`src/pdrb_pkg.sv`:
```
package pdrb_pkg;

  // record geometry
  localparam int DESC_NUM       = 12;   // descriptors after the header
  localparam int HDR_BYTES      = 7;    // fixed header length
  localparam int DESC_HDR_BYTES = 4;    // asterisk, two keyword bytes, length byte
  localparam int CONTENT_BYTES  = 105;  // all field contents, back to back
  localparam int ADDR_W         = 8;    // record store address width
  localparam int STORE_DEPTH    = 256;  // record store depth in bytes

  // fixed byte values
  localparam logic [7:0]  ASCII_ZERO   = 8'h30;      // character '0'
  localparam logic [7:0]  HEX_ALPHA    = 8'h37;      // 'A' minus ten
  localparam logic [7:0]  NINE_NIBBLE  = 8'h09;      // largest decimal nibble
  localparam logic [7:0]  DESC_MARK    = 8'h2A;      // asterisk opening a descriptor
  localparam logic [7:0]  NULL_BYTE    = 8'h00;      // pad, spare and crc byte
  localparam logic [23:0] HDR_TAG      = 24'h565044; // three header letters
  localparam logic [9:0]  DEC_MAX      = 10'h3E7;    // 999, largest three-digit size
  localparam logic [63:0] NODE_ID_EVEN_MASK = 64'hFFFF_FFFF_FFFF_FFFE; // forces even last char

  // header byte positions
  localparam logic [7:0] HDR_SPARE_POS = 8'h03;
  localparam logic [7:0] HDR_LEN_POS   = 8'h04;
  localparam logic [7:0] HDR_LAST_POS  = 8'h06;

  // ascii prefixes of the size and identifier fields
  localparam logic [47:0] MEM_PREFIX   = 48'h5344_5241_4D3D; // memory size prefix
  localparam logic [47:0] CACHE_PREFIX = 48'h4341_4348_453D; // cache size prefix
  localparam logic [31:0] NODE_ID_PREFIX = 32'h5549_443D;    // identifier prefix

  // keyword pairs, in record order
  localparam logic [0:DESC_NUM-1][15:0] KEYWORDS = {
    16'h504E, 16'h464E, 16'h534E, 16'h4543, 16'h4D46, 16'h524C,
    16'h4C4C, 16'h4444, 16'h4453, 16'h5A30, 16'h5A31, 16'h5A32};

  // content bytes per descriptor, pad excluded
  localparam logic [0:DESC_NUM-1][7:0] FIELD_LEN = {
    8'h08, 8'h08, 8'h08, 8'h0A, 8'h06, 8'h0C,
    8'h02, 8'h02, 8'h0B, 8'h09, 8'h09, 8'h14};

  // halved inclusive descriptor size; the +1 accounts for a pad byte on odd contents
  function automatic logic [7:0] desc_half(input logic [7:0] len);
    logic [8:0] total;
    total = 9'(len) + 9'(DESC_HDR_BYTES) + 9'h001;
    return total[8:1];
  endfunction : desc_half

  // halved length of all descriptors together
  function automatic logic [7:0] rec_half();
    logic [7:0] acc;
    acc = 8'h00;
    for (int i = 0; i < DESC_NUM; i++) begin
      acc = acc + desc_half(FIELD_LEN[i]);
    end
    return acc;
  endfunction : rec_half

  localparam logic [7:0] REC_HALF = rec_half();

  // build sequencer states
  typedef enum logic [2:0] {
    ST_IDLE, ST_HDR, ST_MARK, ST_KEY_HI, ST_KEY_LO, ST_LEN, ST_BODY, ST_PAD
  } pdrb_state_e;

endpackage : pdrb_pkg

```
`src/pdrb_mem_if.sv`:
```
`timescale 1ns/1ps
// write and read port of the record store
interface pdrb_mem_if;
  import pdrb_pkg::*;
  logic              wr_en;   // write strobe
  logic [ADDR_W-1:0] wr_addr; // write address
  logic [7:0]        wr_data; // write byte
  logic [ADDR_W-1:0] rd_addr; // read address
  logic [7:0]        rd_data; // registered read byte
  modport builder (output wr_en, wr_addr, wr_data, rd_addr, input rd_data);
  modport store   (input wr_en, wr_addr, wr_data, rd_addr, output rd_data);
endinterface : pdrb_mem_if

```
`src/pdrb_builder.sv`:
```
`timescale 1ns/1ps
// Functional notes
// - checksum failure reports firmware level all zeros
// - two-char loadable code level field
// - two-char minimum driver level field
// - fixed function description text field
// - memory prefix plus three decimal digits
// - cache prefix, three digits, zeros without cache
// - identifier prefix, sixteen hex chars, lower id
// - last identifier character always even
// - length byte is halved inclusive descriptor size
// - every descriptor has even byte count
// - odd contents get one trailing null
// - header length is halved descriptor total
// - two crc header bytes are zero
// - part numbers eight chars, zero-filled left
// - change level ten chars, zero-filled left
// - firmware level is twelve characters
// - plant field is six characters
module pdrb_builder
  import pdrb_pkg::*;
#(
  parameter logic [87:0] DESC_FUNC_TEXT = 88'h5354_4F52_4147_452D_4144_50 // arbitrary text
)
(
  // clock and reset
  input  wire logic               clock_i,
  input  wire logic               nrst_i,
  // build control
  input  wire logic               build_i,
  output logic                    busy_o,
  output logic                    ready_o,
  // field sources, ascii, first character in the top byte
  input  wire logic [63:0]        card_part_i,
  input  wire logic [63:0]        unit_part_i,
  input  wire logic [63:0]        unit_serial_i,
  input  wire logic [79:0]        change_level_i,
  input  wire logic [47:0]        plant_i,
  input  wire logic [95:0]        fw_level_i,
  input  wire logic               checksum_fail_i,
  input  wire logic [15:0]        loadable_level_i,
  input  wire logic [15:0]        driver_level_i,
  // sizes in megabytes, binary
  input  wire logic [9:0]         memory_mb_i,
  input  wire logic               cache_present_i,
  input  wire logic [9:0]         cache_mb_i,
  // node identifiers, binary
  input  wire logic [63:0]        node_id_a_i,
  input  wire logic [63:0]        node_id_b_i,
  // record read port
  input  wire logic [ADDR_W-1:0]  rd_addr_i,
  output logic [7:0]              rd_data_o
);

  // null bytes become '0' so short right-justified values read zero-filled
  function automatic logic [79:0] zero_fill(input logic [79:0] v);
    logic [79:0] r;
    r = v;
    for (int i = 0; i < 10; i++) begin
      if (v[i*8 +: 8] == NULL_BYTE) begin
        r[i*8 +: 8] = ASCII_ZERO;
      end
    end
    return r;
  endfunction : zero_fill

  // one nibble to an ascii hex character
  function automatic logic [7:0] hex_char(input logic [3:0] n);
    return (8'(n) > NINE_NIBBLE) ? 8'(n) + HEX_ALPHA : 8'(n) + ASCII_ZERO;
  endfunction : hex_char

  // binary size to three ascii decimal digits, saturating
  function automatic logic [23:0] dec3(input logic [9:0] v);
    logic [9:0] s;
    s = (v > DEC_MAX) ? DEC_MAX : v;
    return {8'(s / 10'd100) + ASCII_ZERO,
            8'((s / 10'd10) % 10'd10) + ASCII_ZERO,
            8'(s % 10'd10) + ASCII_ZERO};
  endfunction : dec3

  // 64-bit value to sixteen hex characters, most significant first
  function automatic logic [127:0] hex16(input logic [63:0] v);
    logic [127:0] r;
    r = '0;
    for (int i = 0; i < 16; i++) begin
      r[i*8 +: 8] = hex_char(v[i*4 +: 4]);
    end
    return r;
  endfunction : hex16

  // field assembly, continuous from the inputs
  logic [95:0]   fw_text;       // firmware level as reported
  logic [23:0]   mem_digits;    // memory size digits
  logic [23:0]   cache_digits;  // cache size digits
  logic [63:0]   node_id_low;   // lower node identifier
  logic [127:0]  node_id_text;  // identifier characters
  logic [79:0]   card_fill;     // card part number, zero-filled, top two bytes unused
  logic [79:0]   unit_fill;     // unit part number, zero-filled, top two bytes unused
  logic [CONTENT_BYTES*8-1:0] content; // every field content, record order

  assign fw_text      = checksum_fail_i ? {12{ASCII_ZERO}} : fw_level_i;
  assign mem_digits   = dec3(memory_mb_i);
  assign cache_digits = cache_present_i ? dec3(cache_mb_i) : {3{ASCII_ZERO}};
  assign node_id_low  = (node_id_a_i < node_id_b_i) ? node_id_a_i : node_id_b_i;
  assign node_id_text = hex16(node_id_low & NODE_ID_EVEN_MASK);
  // a function result cannot be sliced in place, so the filled values get names
  assign card_fill    = zero_fill({16'h0000, card_part_i});
  assign unit_fill    = zero_fill({16'h0000, unit_part_i});

  assign content = {
    card_fill[63:0],
    unit_fill[63:0],
    unit_serial_i,
    zero_fill(change_level_i),
    plant_i,
    fw_text,
    loadable_level_i,
    driver_level_i,
    DESC_FUNC_TEXT,
    MEM_PREFIX, mem_digits,
    CACHE_PREFIX, cache_digits,
    NODE_ID_PREFIX, node_id_text};

  // sequencer state
  pdrb_state_e       state_reg, state_next;   // build step
  logic [3:0]        desc_reg, desc_next;     // current descriptor
  logic [7:0]        cnt_reg, cnt_next;       // byte count within a step
  logic [7:0]        ci_reg, ci_next;         // running content index
  logic [ADDR_W-1:0] wptr_reg;                // record write pointer
  logic              ready_reg, busy_reg;     // status flags
  logic [7:0]        wbyte;                   // byte written this cycle
  logic [7:0]        field_len;               // current content length
  logic [15:0]       keyword;                 // current keyword pair
  logic [7:0]        hdr_byte;                // header byte at cnt_reg
  logic [7:0]        body_byte;               // content byte at ci_reg
  logic              last_desc;               // current is the final descriptor
  logic              active;                  // a byte is produced this cycle

  assign field_len = FIELD_LEN[desc_reg];
  assign keyword   = KEYWORDS[desc_reg];
  assign last_desc = (32'(desc_reg) == DESC_NUM - 1);
  assign active    = (state_reg != ST_IDLE);
  assign body_byte = content[(CONTENT_BYTES - 1 - 32'(ci_reg)) * 8 +: 8];

  // header: letters, spare zero, halved length, two zero crc bytes
  assign hdr_byte = (cnt_reg < HDR_SPARE_POS) ? HDR_TAG[(2 - 32'(cnt_reg)) * 8 +: 8]
                  : (cnt_reg == HDR_LEN_POS)  ? REC_HALF
                  : NULL_BYTE;

  // next state and the byte produced in each step
  always_comb begin
    state_next = state_reg;
    desc_next  = desc_reg;
    cnt_next   = cnt_reg;
    ci_next    = ci_reg;
    wbyte      = NULL_BYTE;
    case (state_reg)
      ST_IDLE: begin
        if (build_i) begin
          state_next = ST_HDR;
          desc_next  = '0;
          cnt_next   = '0;
          ci_next    = '0;
        end
      end
      ST_HDR: begin
        wbyte    = hdr_byte;
        cnt_next = cnt_reg + 8'h01;
        if (cnt_reg == HDR_LAST_POS) begin
          state_next = ST_MARK;
        end
      end
      ST_MARK: begin
        wbyte      = DESC_MARK;
        state_next = ST_KEY_HI;
      end
      ST_KEY_HI: begin
        wbyte      = keyword[15:8];
        state_next = ST_KEY_LO;
      end
      ST_KEY_LO: begin
        wbyte      = keyword[7:0];
        state_next = ST_LEN;
      end
      ST_LEN: begin
        wbyte      = desc_half(field_len);
        cnt_next   = '0;
        state_next = ST_BODY;
      end
      ST_BODY: begin
        wbyte    = body_byte;
        cnt_next = cnt_reg + 8'h01;
        ci_next  = ci_reg + 8'h01;
        if (cnt_reg == field_len - 8'h01) begin
          // header is four bytes, so an odd content needs one pad to stay even
          if (field_len[0]) begin
            state_next = ST_PAD;
          end else begin
            state_next = last_desc ? ST_IDLE : ST_MARK;
            desc_next  = desc_reg + 4'h1;
          end
        end
      end
      ST_PAD: begin
        wbyte      = NULL_BYTE;
        state_next = last_desc ? ST_IDLE : ST_MARK;
        desc_next  = desc_reg + 4'h1;
      end
      default: begin
        state_next = ST_IDLE;
      end
    endcase
  end

  // sequencer registers
  always_ff @(posedge clock_i or negedge nrst_i) begin
    if (!nrst_i) begin
      state_reg <= ST_IDLE;
      desc_reg  <= '0;
      cnt_reg   <= '0;
      ci_reg    <= '0;
    end else begin
      state_reg <= state_next;
      desc_reg  <= desc_next;
      cnt_reg   <= cnt_next;
      ci_reg    <= ci_next;
    end
  end

  // write pointer: restarts with each build, so a rebuild overwrites in place
  always_ff @(posedge clock_i or negedge nrst_i) begin
    if (!nrst_i) begin
      wptr_reg <= '0;
    end else if (!active) begin
      wptr_reg <= '0;
    end else begin
      wptr_reg <= wptr_reg + 8'h01;
    end
  end

  // status: ready drops when a build starts, rises when the last byte is stored
  always_ff @(posedge clock_i or negedge nrst_i) begin
    if (!nrst_i) begin
      ready_reg <= 1'b0;
      busy_reg  <= 1'b0;
    end else begin
      busy_reg <= (state_next != ST_IDLE);
      if (!active && build_i) begin
        ready_reg <= 1'b0;
      end else if (active && state_next == ST_IDLE) begin
        ready_reg <= 1'b1;
      end
    end
  end

  // record store
  pdrb_mem_if mem_bus ();

  assign mem_bus.wr_en   = active;
  assign mem_bus.wr_addr = wptr_reg;
  assign mem_bus.wr_data = wbyte;
  assign mem_bus.rd_addr = rd_addr_i;

  pdrb_store u_store (
    .clock_i (clock_i),
    .bus     (mem_bus.store)
  );

  assign busy_o    = busy_reg;
  assign ready_o   = ready_reg;
  assign rd_data_o = mem_bus.rd_data;

endmodule : pdrb_builder

```
`src/pdrb_store.sv`:
```
`timescale 1ns/1ps
// byte store holding the assembled record; read data is registered
module pdrb_store
  import pdrb_pkg::*;
(
  // clock
  input  wire logic   clock_i,
  // port
  pdrb_mem_if.store   bus
);

  logic [7:0] mem_q [STORE_DEPTH]; // record bytes, no reset: contents valid once built
  logic [7:0] rd_reg;              // read data register

  // one write and one read per cycle
  always_ff @(posedge clock_i) begin
    if (bus.wr_en) begin
      mem_q[bus.wr_addr] <= bus.wr_data;
    end
    rd_reg <= mem_q[bus.rd_addr];
  end

  assign bus.rd_data = rd_reg;

endmodule : pdrb_store

```
`config.mk`:
```
export PLATFORM = sky130hd
export DESIGN_NAME = pdrb_builder
export DESIGN_NICKNAME = d
export VERILOG_FILES = /design/src/pdrb_pkg.sv /design/src/pdrb_mem_if.sv /design/src/pdrb_builder.sv /design/src/pdrb_store.sv
export SDC_FILE = /design/constraint.sdc
export NUM_CORES = 2
export LEC_CHECK = 0
export ABC_CLOCK_PERIOD_IN_PS = 47500
export BUFFER_PORTS_ARGS = -buffer_cell sky130_fd_sc_hd__buf_2
export CORE_MARGIN = 4
export CORE_UTILIZATION = 40
export CTS_BUF_LIST = sky130_fd_sc_hd__clkbuf_4 sky130_fd_sc_hd__clkbuf_8
export CTS_CLUSTER_SIZE = 30
export DETAILED_ROUTE_END_ITERATION = 6
export HOLD_SLACK_MARGIN = 0.03
export SLEW_MARGIN = 20
export SYNTH_ARGS = -nofsm -noshare
export SYNTH_HDL_FRONTEND = slang
export SYNTH_SLANG_ARGS = --single-unit
```
`constraint.sdc`:
```
create_clock -name clock_i -period 47.5 [get_ports clock_i]
set_input_delay 7.125 -clock clock_i [delete_from_list [all_inputs] [get_ports clock_i]]
set_output_delay 7.125 -clock clock_i [all_outputs]
set_load 0.01 [all_outputs]
```
==> results.cfg <==
[status]
outcome = finished, final reports clean

[final_layout]
fin_area_mm2 = 0.110
nNetsFinal = 7140
fill_cells = 20700
finish.utilization = 0.459
top_register = u_store.mem_q
layout.cells.non_filler = 9840
ff_latch_area_mm2 = 0.0625
area_growth_pct = 13.8
layout-drive-gt1-share = 0.311
multi_input_area_mm2 = 0.0321
final_cell_mix = edfxtp_1, mux4_2, buf_2
largest_reg_flops = 2048
final_common_cell = edfxtp_1

[clocking]
htreeDepth = 5
ctsHoldBuffers = 0
cts_resized = 0
clock-sinks = 2089
clockRootBuffer = clkbuf_8
clk_pin_slew_ns = 0.06
post-cts-setup-buffers = 0
cts_tree = yes
cts_buffer_depth = 4
clk_latency_ns = 1.01
cts_buffers = 341

[worst_setup_path]
cp-end-kind = register
cpMaxStageDelayCell = buf_4
r2r_cells = 21
critical_path.startpoint = cache_mb_i[8]
worstPathRequired_ns = 48.14
r2r-start = ci_reg[0]
arrival_ns = 17.27
worstPathMaxFanout = 83
crit-reg2reg-capture = u_store.mem_q[101][0]
rrSetupSlack_ns = 38.82
worst_path_most_repeated_cell = ha_1
critPathMaxStageDelay_ns = 0.68
critPathCapture = u_store.mem_q[147][5]
start_kind = input pin
critical_path_class = in -> reg

[global_route]
antenna_found_initial = 74
grt_pass1_wl_um = 439000
globalRouteTotalUtil = 0.243
gr-total-overflow = 0
grt_max_degree = 256
grt_pass1_vias = 59100

[place]
dpl_cell_area_mm2 = 0.103
dp_slack_ns = 29.71
dpl.cell_count = 9217
gp_congestion = 0.984
place.detailed.hpwl_um = 214000
port_buffers = 618

[floorplanning]
start_util = 0.404
die_height_um = 499
die_width_um = 499
die_area_mm2 = 0.249
ios = 619
row_count = 179
core_mm2 = 0.239

[sta]
slew_headroom = 0.141
maxSlewViolCount = 0
fin_worst_skew_ns = 0.0714
rsz0062_at_grt = false
hold_slack_ns = 0.484
final_hold_viol_count = 0
setup_violations = 0
fin_crit_sh = 0.350
setup_slack_ns = 30.87
tns_ns = 0
fin_crit_ns = 16.63
max_freq_mhz = 60.1
tightest_slew_ns = 1.27

[synth]
ys.warnings.count = 0
ys_types = 115
yosys_register_bits = 2089
syn-num-nets = 6433
syn_area_per_cell_um2 = 16.9
synth_cells = 5688
synth_edf_count = 2048
synthArstFlopShare = 0.0158
dominantRegCellSynth = edfxtp_1
syn_area_mm2 = 0.0963
synth-seq-area-share = 0.649

[drt]
wl_per_cell_um = 31.4
highest_layer = met5
drc = 0
wl_um = 309000
drtIter0Drc = 6367
viasPerCell = 6.01
wl_met1_um = 122000
firstDrtPassIters = 6
antenna_left = 0
met3_length_um = 23700
met2_length_um = 148000
num_vias = 59200

[power]
leakagePower_nw = 36.2
peakVddDrop_v = 0.0000661
power.total_mw = 5.68
p_per_area_mw_per_mm2 = 51.8

[worst_hold_path]
hp-class = reg -> reg

[job]
drv_cap = 0
area by class of cell:
type | instances | share of cell area
Multi-Input combinational cell | 3096 | 0.293
Sequential cell | 2089 | 0.570
Inverter | 144 | 0.00493
Clock buffer | 453 | 0.0512
Clock inverter | 124 | 0.00703
Antenna cell | 44 | 0.00100
Timing Repair Buffer | 723 | 0.0371
Tap cell | 3167 | 0.0361
critical path: cells and delay by family:
kind                       cells  cell delay [ns]
AOI/OAI and AO/OA             16             4.04
and+or+nand+nor               12             2.38
buffers and inverters          5             1.61
adders and majority gates      4             1.08
xor gates and xnor gates       3             0.68
muxes                          1             0.21
power breakdown:
| group | internal [mW] | switching, mW |
|---|---|---|
| Clock | 0.813 | 0.683 |
| Combinational | 0.438 | 1.26 |
| Sequential | 2.47 | 0.0254 |
logic make-up after synthesis:
family | synth area share
AND/OR/NAND/NOR | 0.0549
buffers and inverters | 0.0205
multiplexers | 0.190
adder cells (fa/ha/maj) | 0.0180
XOR/XNOR | 0.00826
AO/OA/AOI/OAI | 0.0601
flip-flops | 0.649
routing by layer:
layer  vias up  GRT usage
met3       618     0.0522
li1      24900          -
met5         -          0
met2      2768      0.393
met4        12      0.109
met1     30900      0.317
synthesized netlist by cell type (all sizes together) (33+ instances only):
cell / n / share of area
a31oi: 44 / 0.0030
nand4: 36 / 0.0024
or4: 55 / 0.0043
dfrtp: 33 / 0.0086
clkbuf: 243 / 0.0095
xnor2: 59 / 0.0054
o221ai: 46 / 0.0042
nand2b: 34 / 0.0022
edfxtp: 2048 / 0.64
nand3: 60 / 0.0032
nor3: 71 / 0.0039
buf: 116 / 0.0055
o21ai: 253 / 0.013
mux2i: 170 / 0.018
nor2b: 38 / 0.0025
a211oi: 44 / 0.0038
mux2: 39 / 0.0046
mux4: 716 / 0.17
o22ai: 37 / 0.0024
nand2: 186 / 0.0072
a221oi: 34 / 0.0034
inv: 142 / 0.0055
nor2: 470 / 0.018
a21oi: 145 / 0.0076
ha: 136 / 0.018
worst min-delay path by stage:
stage / startpoint / end / cells after the start
final: cnt_reg[7] / cnt_reg[7] / 1
after global placement: cnt_reg[7] / cnt_reg[7] / 1
after floorplan: cnt_reg[7] / cnt_reg[7] / 1
after detailed placement: cnt_reg[7] / cnt_reg[7] / 1
after global routing: cnt_reg[7] / cnt_reg[7] / 1
after CTS: cnt_reg[7] / cnt_reg[7] / 1
Power figures use the tool's default switching activity.
